`src/include/dssp_pkg.sv`:
```
// ==========================================================
// discrete sensor spi port constants
package dssp_pkg;

    // ======================================================
    // widths
    localparam int DSSP_DATA_W = 8;
    localparam int DSSP_CFG_W  = 9;
    localparam int DSSP_WORD_W = 10;
    localparam int DSSP_FIFO_D = 4;
    localparam int DSSP_CNT_W  = 5;

    // ======================================================
    // field positions
    localparam int DSSP_CFG_ST_POS  = 8;
    localparam int DSSP_WORD_SEL_POS = 9;
    localparam int DSSP_SYNC_W      = 12;
    localparam int DSSP_SYNC_SEL    = 0;
    localparam int DSSP_SYNC_SI     = 1;
    localparam int DSSP_SYNC_SCK    = 2;
    localparam int DSSP_SYNC_CSN    = 3;
    localparam int DSSP_SYNC_SENSE  = 4;

    // ======================================================
    // reset values
    localparam logic [8:0]  DSSP_CFG_RST  = 9'h000;
    localparam logic [7:0]  DSSP_DATA_RST = 8'h00;
    localparam logic [11:0] DSSP_SYNC_RST = 12'h008;
    localparam logic [4:0]  DSSP_CNT_MAX  = 5'h1F;

    // ======================================================
    // serial clock limits
    localparam int DSSP_CLK_NS      = 8;
    localparam int DSSP_SCK_HALF_NS = 50;
    localparam int DSSP_SCK_HALF_CYC = DSSP_SCK_HALF_NS / DSSP_CLK_NS;

    // ======================================================
    // transfer state
    typedef enum logic [1:0] {
        DSSP_IDLE,
        DSSP_DATA,
        DSSP_CFG
    } dssp_state_t;

endpackage

```
`src/include/dssp_stream_if.sv`:
```
`timescale 1ns/1ps
// ==========================================================
// valid/ready word carrier
interface dssp_stream_if #(
    parameter int WIDTH = 10
);
    logic             valid;
    logic             ready;
    logic [WIDTH-1:0] data;

    modport src (output valid, output data, input  ready);
    modport snk (input  valid, input  data, output ready);
endinterface

```
`src/core/dssp_fifo.sv`:
```
`timescale 1ns/1ps
// ==========================================================
// word fifo, flip-flop storage
module dssp_fifo #(
    parameter int WIDTH = 10,
    parameter int DEPTH = 4
) (
    // clock and reset
    input  wire logic mclk_i,
    input  wire logic srst_i,
    // streams
    dssp_stream_if.snk wr,
    dssp_stream_if.src rd
);
    localparam int AW = $clog2(DEPTH);

    logic [WIDTH-1:0] mem_reg [DEPTH];
    logic [AW-1:0]    wptr_reg;
    logic [AW-1:0]    rptr_reg;
    logic [AW:0]      cnt_reg;
    logic             push;
    logic             pop;

    assign wr.ready = (cnt_reg != (AW+1)'(DEPTH));
    assign rd.valid = (cnt_reg != '0);
    assign rd.data  = mem_reg[rptr_reg];
    assign push     = wr.valid && wr.ready;
    assign pop      = rd.valid && rd.ready;

    // ======================================================
    // storage
    always_ff @(posedge mclk_i) begin
        if (push) begin
            mem_reg[wptr_reg] <= wr.data;
        end
    end

    // ======================================================
    // pointers and fill level
    always_ff @(posedge mclk_i) begin
        if (srst_i) begin
            wptr_reg <= '0;
            rptr_reg <= '0;
            cnt_reg  <= '0;
        end else begin
            if (push) begin
                wptr_reg <= (wptr_reg == AW'(DEPTH - 1)) ? '0 : wptr_reg + 1'b1;
            end
            if (pop) begin
                rptr_reg <= (rptr_reg == AW'(DEPTH - 1)) ? '0 : rptr_reg + 1'b1;
            end
            if (push && !pop) begin
                cnt_reg <= cnt_reg + 1'b1;
            end else if (pop && !push) begin
                cnt_reg <= cnt_reg - 1'b1;
            end
        end
    end
endmodule // dssp_fifo

```
`src/core/dssp_port.sv`:
```
`timescale 1ns/1ps
// Operation
// RULE_01 - slave only; transfers happen only while chip select is low
// RULE_02 - mode 0: input sampled and output advanced on rising clock
// RULE_03 - host keeps serial clock low when idle
// RULE_04 - bytes of eight bits, msb first, one bit per rising edge
// RULE_05 - chip select rising ends transfer and reinitialises the port
// RULE_06 - partial byte at chip select rise is still latched
// RULE_07 - serial output undriven whenever chip select is high
// RULE_08 - fully static; no lower bound on serial clock rate
// RULE_09 - register select high targets the sensor data register
// RULE_10 - chip select fall with data path captures sensors, shows bit eight
// RULE_11 - next seven rising edges shift out data bits seven to one
// RULE_12 - input shifts into data register, bit eight first, bit one last
// RULE_13 - eighth edge presents new bit eight for daisy chaining
// RULE_14 - host keeps chip select low across chained reads
// RULE_15 - register select low targets the configuration register
// RULE_16 - configuration path uses same timing, nine bits long
// RULE_17 - host aligns configuration bits to the nine-bit length
// RULE_18 - full duplex: one bit in and one out per clock
// RULE_19 - selftest bit shifted first, then eight channel mode bits
// RULE_20 - selftest forces each channel to its mode bit value
// RULE_21 - configuration transfer shifts out previous contents, selftest first
module dssp_port
    import dssp_pkg::*;
(
    // clock and reset
    input  wire logic                   mclk_i,
    input  wire logic                   srst_i,
    // spi pins
    input  wire logic                   cs_n_i,
    input  wire logic                   sck_i,
    input  wire logic                   si_i,
    input  wire logic                   reg_sel_i,
    output logic                        so_o,
    output logic                        so_oe_o,
    // sensor side
    input  wire logic [DSSP_DATA_W-1:0] discrete_input_channel_i,
    output logic [DSSP_DATA_W-1:0]      channel_mode_bit_o,
    output logic                        selftest_enable_bit_o,
    output logic                        cfg_written_o,
    // received word stream
    output logic                        rx_valid_o,
    output logic [DSSP_WORD_W-1:0]      rx_data_o,
    input  wire logic                   rx_ready_i,
    output logic                        rx_overrun_o
);

    // ======================================================
    // declarations
    logic [DSSP_SYNC_W-1:0] sync1_reg;
    logic [DSSP_SYNC_W-1:0] sync2_reg;
    logic                   sck_prev_reg;
    logic                   csn_prev_reg;
    dssp_state_t            state_reg;
    logic [DSSP_DATA_W-1:0] data_reg;
    logic [DSSP_CFG_W-1:0]  cfg_shift_reg;
    logic [DSSP_CFG_W-1:0]  cfg_reg;
    logic [DSSP_CNT_W-1:0]  bit_cnt_reg;
    logic                   so_reg;
    logic                   so_oe_reg;
    logic                   cfg_written_reg;
    logic                   push_valid_reg;
    logic [DSSP_WORD_W-1:0] push_data_reg;
    logic                   overrun_reg;
    logic                   out_valid_reg;
    logic [DSSP_WORD_W-1:0] out_data_reg;
    logic                   csn_s;
    logic                   sck_s;
    logic                   si_s;
    logic                   sel_s;
    logic [DSSP_DATA_W-1:0] sense_s;
    logic                   cs_fall;
    logic                   cs_rise;
    logic                   sck_rise;
    logic [DSSP_DATA_W-1:0] sensor_val;
    logic [DSSP_DATA_W-1:0] data_next;
    logic [DSSP_CFG_W-1:0]  cfg_shift_next;
    logic                   out_load;

    dssp_stream_if #(.WIDTH(DSSP_WORD_W)) fifo_wr ();
    dssp_stream_if #(.WIDTH(DSSP_WORD_W)) fifo_rd ();

    // ======================================================
    // pin synchronisers
    always_ff @(posedge mclk_i) begin
        if (srst_i) begin
            sync1_reg <= DSSP_SYNC_RST;
            sync2_reg <= DSSP_SYNC_RST;
        end else begin
            sync1_reg <= {discrete_input_channel_i, cs_n_i, sck_i, si_i,
                          reg_sel_i};
            sync2_reg <= sync1_reg;
        end
    end

    assign csn_s   = sync2_reg[DSSP_SYNC_CSN];
    assign sck_s   = sync2_reg[DSSP_SYNC_SCK];
    assign si_s    = sync2_reg[DSSP_SYNC_SI];
    assign sel_s   = sync2_reg[DSSP_SYNC_SEL];
    assign sense_s = sync2_reg[DSSP_SYNC_SENSE +: DSSP_DATA_W];

    // ======================================================
    // edge detection
    always_ff @(posedge mclk_i) begin
        if (srst_i) begin
            sck_prev_reg <= 1'b0;
            csn_prev_reg <= 1'b1;
        end else begin
            sck_prev_reg <= sck_s; // RULE_02
            csn_prev_reg <= csn_s;
        end
    end

    assign cs_fall  = csn_prev_reg && !csn_s;
    assign cs_rise  = !csn_prev_reg && csn_s;
    // clock edges only count while selected; idle clock is ignored
    assign sck_rise = sck_s && !sck_prev_reg && !csn_s; // RULE_01 RULE_03

    // ======================================================
    // sensor value, selftest override
    assign sensor_val = cfg_reg[DSSP_CFG_ST_POS] ?
                        cfg_reg[DSSP_DATA_W-1:0] : sense_s; // RULE_20

    // ======================================================
    // shift paths, msb out, new bit in at lsb
    assign data_next      = {data_reg[DSSP_DATA_W-2:0], si_s}; // RULE_12
    assign cfg_shift_next = {cfg_shift_reg[DSSP_CFG_W-2:0], si_s}; // RULE_16

    // ======================================================
    // transfer state
    always_ff @(posedge mclk_i) begin
        if (srst_i) begin
            state_reg <= DSSP_IDLE;
        end else if (cs_rise) begin
            state_reg <= DSSP_IDLE; // RULE_05
        end else if (cs_fall) begin
            state_reg <= sel_s ? DSSP_DATA : DSSP_CFG; // RULE_09 RULE_15
        end
    end

    // ======================================================
    // bit counter, saturating, static
    always_ff @(posedge mclk_i) begin
        if (srst_i) begin
            bit_cnt_reg <= '0;
        end else if (cs_fall || cs_rise) begin
            bit_cnt_reg <= '0; // RULE_05
        end else if (sck_rise && bit_cnt_reg != DSSP_CNT_MAX) begin
            bit_cnt_reg <= bit_cnt_reg + 1'b1; // RULE_08
        end
    end

    // ======================================================
    // data register
    always_ff @(posedge mclk_i) begin
        if (srst_i) begin
            data_reg <= DSSP_DATA_RST;
        end else if (cs_fall && sel_s) begin
            data_reg <= sensor_val; // RULE_10
        end else if (sck_rise && state_reg == DSSP_DATA) begin
            data_reg <= data_next; // RULE_04 RULE_12
        end
    end

    // ======================================================
    // configuration shift path and register
    always_ff @(posedge mclk_i) begin
        if (srst_i) begin
            cfg_shift_reg <= DSSP_CFG_RST;
        end else if (cs_fall && !sel_s) begin
            cfg_shift_reg <= cfg_reg; // RULE_21
        end else if (sck_rise && state_reg == DSSP_CFG) begin
            cfg_shift_reg <= cfg_shift_next; // RULE_19
        end
    end

    always_ff @(posedge mclk_i) begin
        if (srst_i) begin
            cfg_reg         <= DSSP_CFG_RST;
            cfg_written_reg <= 1'b0;
        end else if (cs_rise && state_reg == DSSP_CFG) begin
            cfg_reg         <= cfg_shift_reg; // RULE_06 RULE_16
            cfg_written_reg <= 1'b1;
        end
    end

    // ======================================================
    // serial output, full duplex
    always_ff @(posedge mclk_i) begin
        if (srst_i) begin
            so_reg <= 1'b0;
        end else if (cs_fall) begin
            so_reg <= sel_s ? sensor_val[DSSP_DATA_W-1] :
                              cfg_reg[DSSP_CFG_W-1]; // RULE_10 RULE_21
        end else if (sck_rise) begin
            unique case (state_reg)
                DSSP_DATA: begin
                    so_reg <= data_next[DSSP_DATA_W-1]; // RULE_11 RULE_13
                end
                DSSP_CFG:  so_reg <= cfg_shift_next[DSSP_CFG_W-1]; // RULE_18
                DSSP_IDLE: so_reg <= so_reg;
            endcase
        end
    end

    always_ff @(posedge mclk_i) begin
        if (srst_i) begin
            so_oe_reg <= 1'b0;
        end else begin
            so_oe_reg <= !csn_s && !cs_rise; // RULE_07
        end
    end

    // ======================================================
    // completed transfer word toward the fifo
    always_ff @(posedge mclk_i) begin
        if (srst_i) begin
            push_valid_reg <= 1'b0;
            push_data_reg  <= '0;
            overrun_reg    <= 1'b0;
        end else begin
            if (cs_rise && state_reg != DSSP_IDLE) begin
                push_valid_reg <= 1'b1;
                push_data_reg  <= (state_reg == DSSP_CFG) ?
                                  {1'b0, cfg_shift_reg} :
                                  {1'b1, 1'b0, data_reg}; // RULE_06
                overrun_reg    <= push_valid_reg && !fifo_wr.ready;
            end else if (fifo_wr.ready) begin
                push_valid_reg <= 1'b0;
            end
        end
    end

    assign fifo_wr.valid = push_valid_reg;
    assign fifo_wr.data  = push_data_reg;

    dssp_fifo #(
        .WIDTH (DSSP_WORD_W),
        .DEPTH (DSSP_FIFO_D)
    ) u_fifo (
        .mclk_i (mclk_i),
        .srst_i (srst_i),
        .wr     (fifo_wr.snk),
        .rd     (fifo_rd.src)
    );

    // ======================================================
    // registered output stage
    assign out_load      = !out_valid_reg || rx_ready_i;
    assign fifo_rd.ready = out_load;

    always_ff @(posedge mclk_i) begin
        if (srst_i) begin
            out_valid_reg <= 1'b0;
            out_data_reg  <= '0;
        end else if (out_load) begin
            out_valid_reg <= fifo_rd.valid;
            if (fifo_rd.valid) begin
                out_data_reg <= fifo_rd.data;
            end
        end
    end

    // ======================================================
    // outputs
    assign so_o                  = so_reg;
    assign so_oe_o               = so_oe_reg;
    assign channel_mode_bit_o    = cfg_reg[DSSP_DATA_W-1:0];
    assign selftest_enable_bit_o = cfg_reg[DSSP_CFG_ST_POS];
    assign cfg_written_o         = cfg_written_reg;
    assign rx_valid_o            = out_valid_reg;
    assign rx_data_o             = out_data_reg;
    assign rx_overrun_o          = overrun_reg;

endmodule // dssp_port

```
`config.mk`:
```
export PLATFORM = sky130hd
export DESIGN_NAME = dssp_port
export DESIGN_NICKNAME = d
export VERILOG_FILES = /design/src/include/dssp_pkg.sv /design/src/include/dssp_stream_if.sv /design/src/core/dssp_fifo.sv /design/src/core/dssp_port.sv
export SDC_FILE = /design/constraint.sdc
export NUM_CORES = 1
export LEC_CHECK = 0
export ABC_CLOCK_PERIOD_IN_PS = 4400
export BUFFER_PORTS_ARGS = -buffer_cell sky130_fd_sc_hd__buf_2
export CAP_MARGIN = 10
export CORE_MARGIN = 1.5
export CORE_UTILIZATION = 60
export CTS_BUF_LIST = sky130_fd_sc_hd__clkbuf_16
export DETAILED_ROUTE_END_ITERATION = 12
export PLACE_DENSITY = 0.84
export SLEW_MARGIN = 20
export SYNTH_ARGS = -nofsm -noshare
export SYNTH_HDL_FRONTEND = slang
export SYNTH_SLANG_ARGS = --single-unit
```
`constraint.sdc`:
```
create_clock -name mclk_i -period 4.4 [get_ports mclk_i]
set_clock_uncertainty 0.05 [all_clocks]
set_input_delay 1.32 -clock mclk_i [delete_from_list [all_inputs] [get_ports mclk_i]]
set_output_delay 1.32 -clock mclk_i [all_outputs]
set_load 0.05 [all_outputs]
```
==> out/qor.txt <==
Die width: 92.9 um
Worst Hold Class: reg2reg
Initial Util: 62.5%
Main synth FF type: dfxtp_1
Max Cap Violations: 0
Remaining DRCs: 0
Hold Buf Count CTS: 0
Via density: 5.66
Status: complete, no violations
Switching Share: 27.7%
Lkg Pwr: 0.00214 uW
Cell taking the most area after synthesis: dfxtp_1
DR iter-0 viols: 170
WL per Instance: 16.0 um
Die area: 8630 sq um
Power Density: 589 nW/um^2
Avg Inst Size Synth: 11.3 sq um
Switching power: 929 uW
Sequential fraction of the synthesis area: 60.7%
Post-synth ARST share: 0%
Final period util: 70.0%
RD Place Congestion: 0.818
Post-synthesis cell type count: 43
P&R area growth vs syn: 17.6%
Router iterations before antenna repair: 5
Synth warn: 0
Most frequent cell after synthesis: dfxtp_1
CTS tree: yes
Filler cells: 539
Crit Path Class: in2reg
Layout Utilization: 73.4%
Die extent in y: 92.9 um
Worst-case reg-to-reg path depth: 9
Power share of the combinational group: 15.2%
Post-Syn Area: 4850 sq um
Total Routed Length: 9270 um
Global-route usage over all layers: 23.4%
Root Buffer Master: clkbuf_16
Clock latency on the worst-skew pair: 0.41 ns
Crit-path max FO: 14
Worst-path clk slew: 0.06 ns
CTS buffer count: 17
Register Area: 2940 sq um
Final setup violating endpoints: 0
Initial antenna violation count: 0
CP required: 4.68 ns
Setup Fix Bufs, Post-CTS: 0
H-tree levels: 4
Reg power frac: 40.9%
Hold path depth: 1
DP Cell Count: 547
CTS max path bufs: 2
Io pins: 39
Clock net sink count: 127
Achievable frequency: 0.325 GHz
Max reg flops: 40
TNS Setup: 0 ns
Share of cells above drive strength 1: 19.1%
Crit. End Element: flop
Int Power: 2430 uW
Post-synth top area share: 35.9%
Layout net count: 486
Num rows: 32
GR Overflow Total: 0
Worst Max-Slew Pin Slew: 0.808 ns
FF+latch count, synth: 127
Number of global-route vias before repair: 3211
Post-synth EDFFs: 40
Startpoint Class: primary input
Top cells by area, synth: dfxtp_1 36%, edfxtp_1 25%, nand2_1 5.6%
Antenna Cells: 0
VDD IR-drop max: 0.339 mV
Largest net degree at the start of global routing: 45
Final hold violations: 0
Mapped Nets: 451
Post-Layout Cell Count: 578
Arrival time of the worst setup path: 3.36 ns
Post-layout min period: 3.08 ns
Slew headroom: 46.1%
Floorplan core area: 7770 sq um
# resized after CTS: 0
RSZ-0062 raised after global routing: no
Area of the multi-input gates: 1750 sq um
DP HPWL: 5390 um
Cells after Synth: 429
PortBufs: 38
Antenna Nets Post-Route: 0
Clock power frac: 43.9%
Pins Over Slew Limit: 0
First-pass GRT wire length: 15200 um
Commonest cells in the netlist: 87 x dfxtp_1, 72 x nand2_1, 40 x edfxtp_1, 33 x nor2b_1, 30 x a21oi_1
Vias: 3274
[power by group through the flow]
stage,clock (uW),sequential [uW],combinational [uW]
after floorplan,0,1480,307
after global routing,1540,1390,553
after detailed placement,0,1390,499
final,1470,1370,511
after CTS,1490,1370,512
after global placement,0,1390,483
[worst max-delay path, stage by stage]
cell and delay [ns]:
buf_2 0.08, inv_1 0.05, a21oi_2 0.47, inv_1 0.36
ha_1 0.32, inv_1 0.07, fa_1 0.17, xor2_1 0.07
or3_1 0.30, a21oi_1 0.14
[cells in the final DEF, fill, tap and decap left out, types with 2 or more instances in the layout]
cell        Yosys  final
and2_1          5      5
nand2_1        72     72
buf_2           6     38
a21oi_1        30     30
nand2b_1        3      3
clkbuf_16       0     21
nor2_1         26     26
clkinv_4        0      2
or2_2           2      2
a211oi_1       16     16
bufinv_16       0      2
xor2_1          2      2
nand3b_1        2      2
inv_1           8      8
inv_4           0      2
a311oi_2        2      2
mux2i_1        11     11
a311oi_1       15     15
dfxtp_1        87     87
nand3_1        12     12
mux4_2         10     10
buf_4           4      3
or3_1           2      2
o21ai_0         3      3
ha_1            6      6
clkinvlp_4      0      2
edfxtp_1       40     40
nor2b_1        33     33
[cell type report]
class / count / area share [%]
flip-flops and latches: 127 / 51.6
clock buffers: 21 / 9.21
inverters: 8 / 0.527
clock inverters: 10 / 2.06
repair buffers: 41 / 3.73
multi-input cells: 269 / 30.6
well taps: 102 / 2.24
[stage by stage]
stage / area [sq um] / worst slack (ns) / power [uW] / hold slack (ns)
after floorplan: 4850 / 1.35 / 1790 / 0.339
after global placement: 5060 / 1.03 / 1870 / 0.345
after detailed placement: 5060 / 0.936 / 1890 / 0.347
after CTS: 5700 / 1.34 / 3380 / 0.362
after global routing: 5700 / 1.14 / 3480 / 0.374
final: 5700 / 1.32 / 3360 / 0.361
[cells by family after synthesis]
logic type | after synthesis | share of synthesized area [%]
multiplexers | 21 | 6.91
adder cells (fa/ha/maj) | 7 | 1.96
XOR/XNOR | 2 | 0.361
flip-flops | 127 | 60.7
AO/OA/AOI/OAI | 71 | 10.1
AND/OR/NAND/NOR | 168 | 16.7
buffers and inverters | 33 | 3.33
[layer usage]
metal  part of all wire (%)  routed length [um]  vias to the layer above  global-route usage [%]
met5                      0                   0                        -                       0
met4                    1.1                 104                        0                    9.97
met3                    4.7                 437                       10                    7.47
met2                     52                4840                      109                    40.3
met1                     42                3890                     1572                    26.5
li1                       -                   -                     1583                       -
[final timing paths]
path,from,end,slack [ns]
max,rx_ready_i,u_fifo.cnt_reg[2],1.32
min,sync1_reg[3],sync2_reg[3],0.36
max reg2reg,u_fifo.cnt_reg[0],u_fifo.cnt_reg[2],1.80
min reg2reg,sync1_reg[3],sync2_reg[3],0.36
Note: power is estimated with default switching activity, not from simulation.
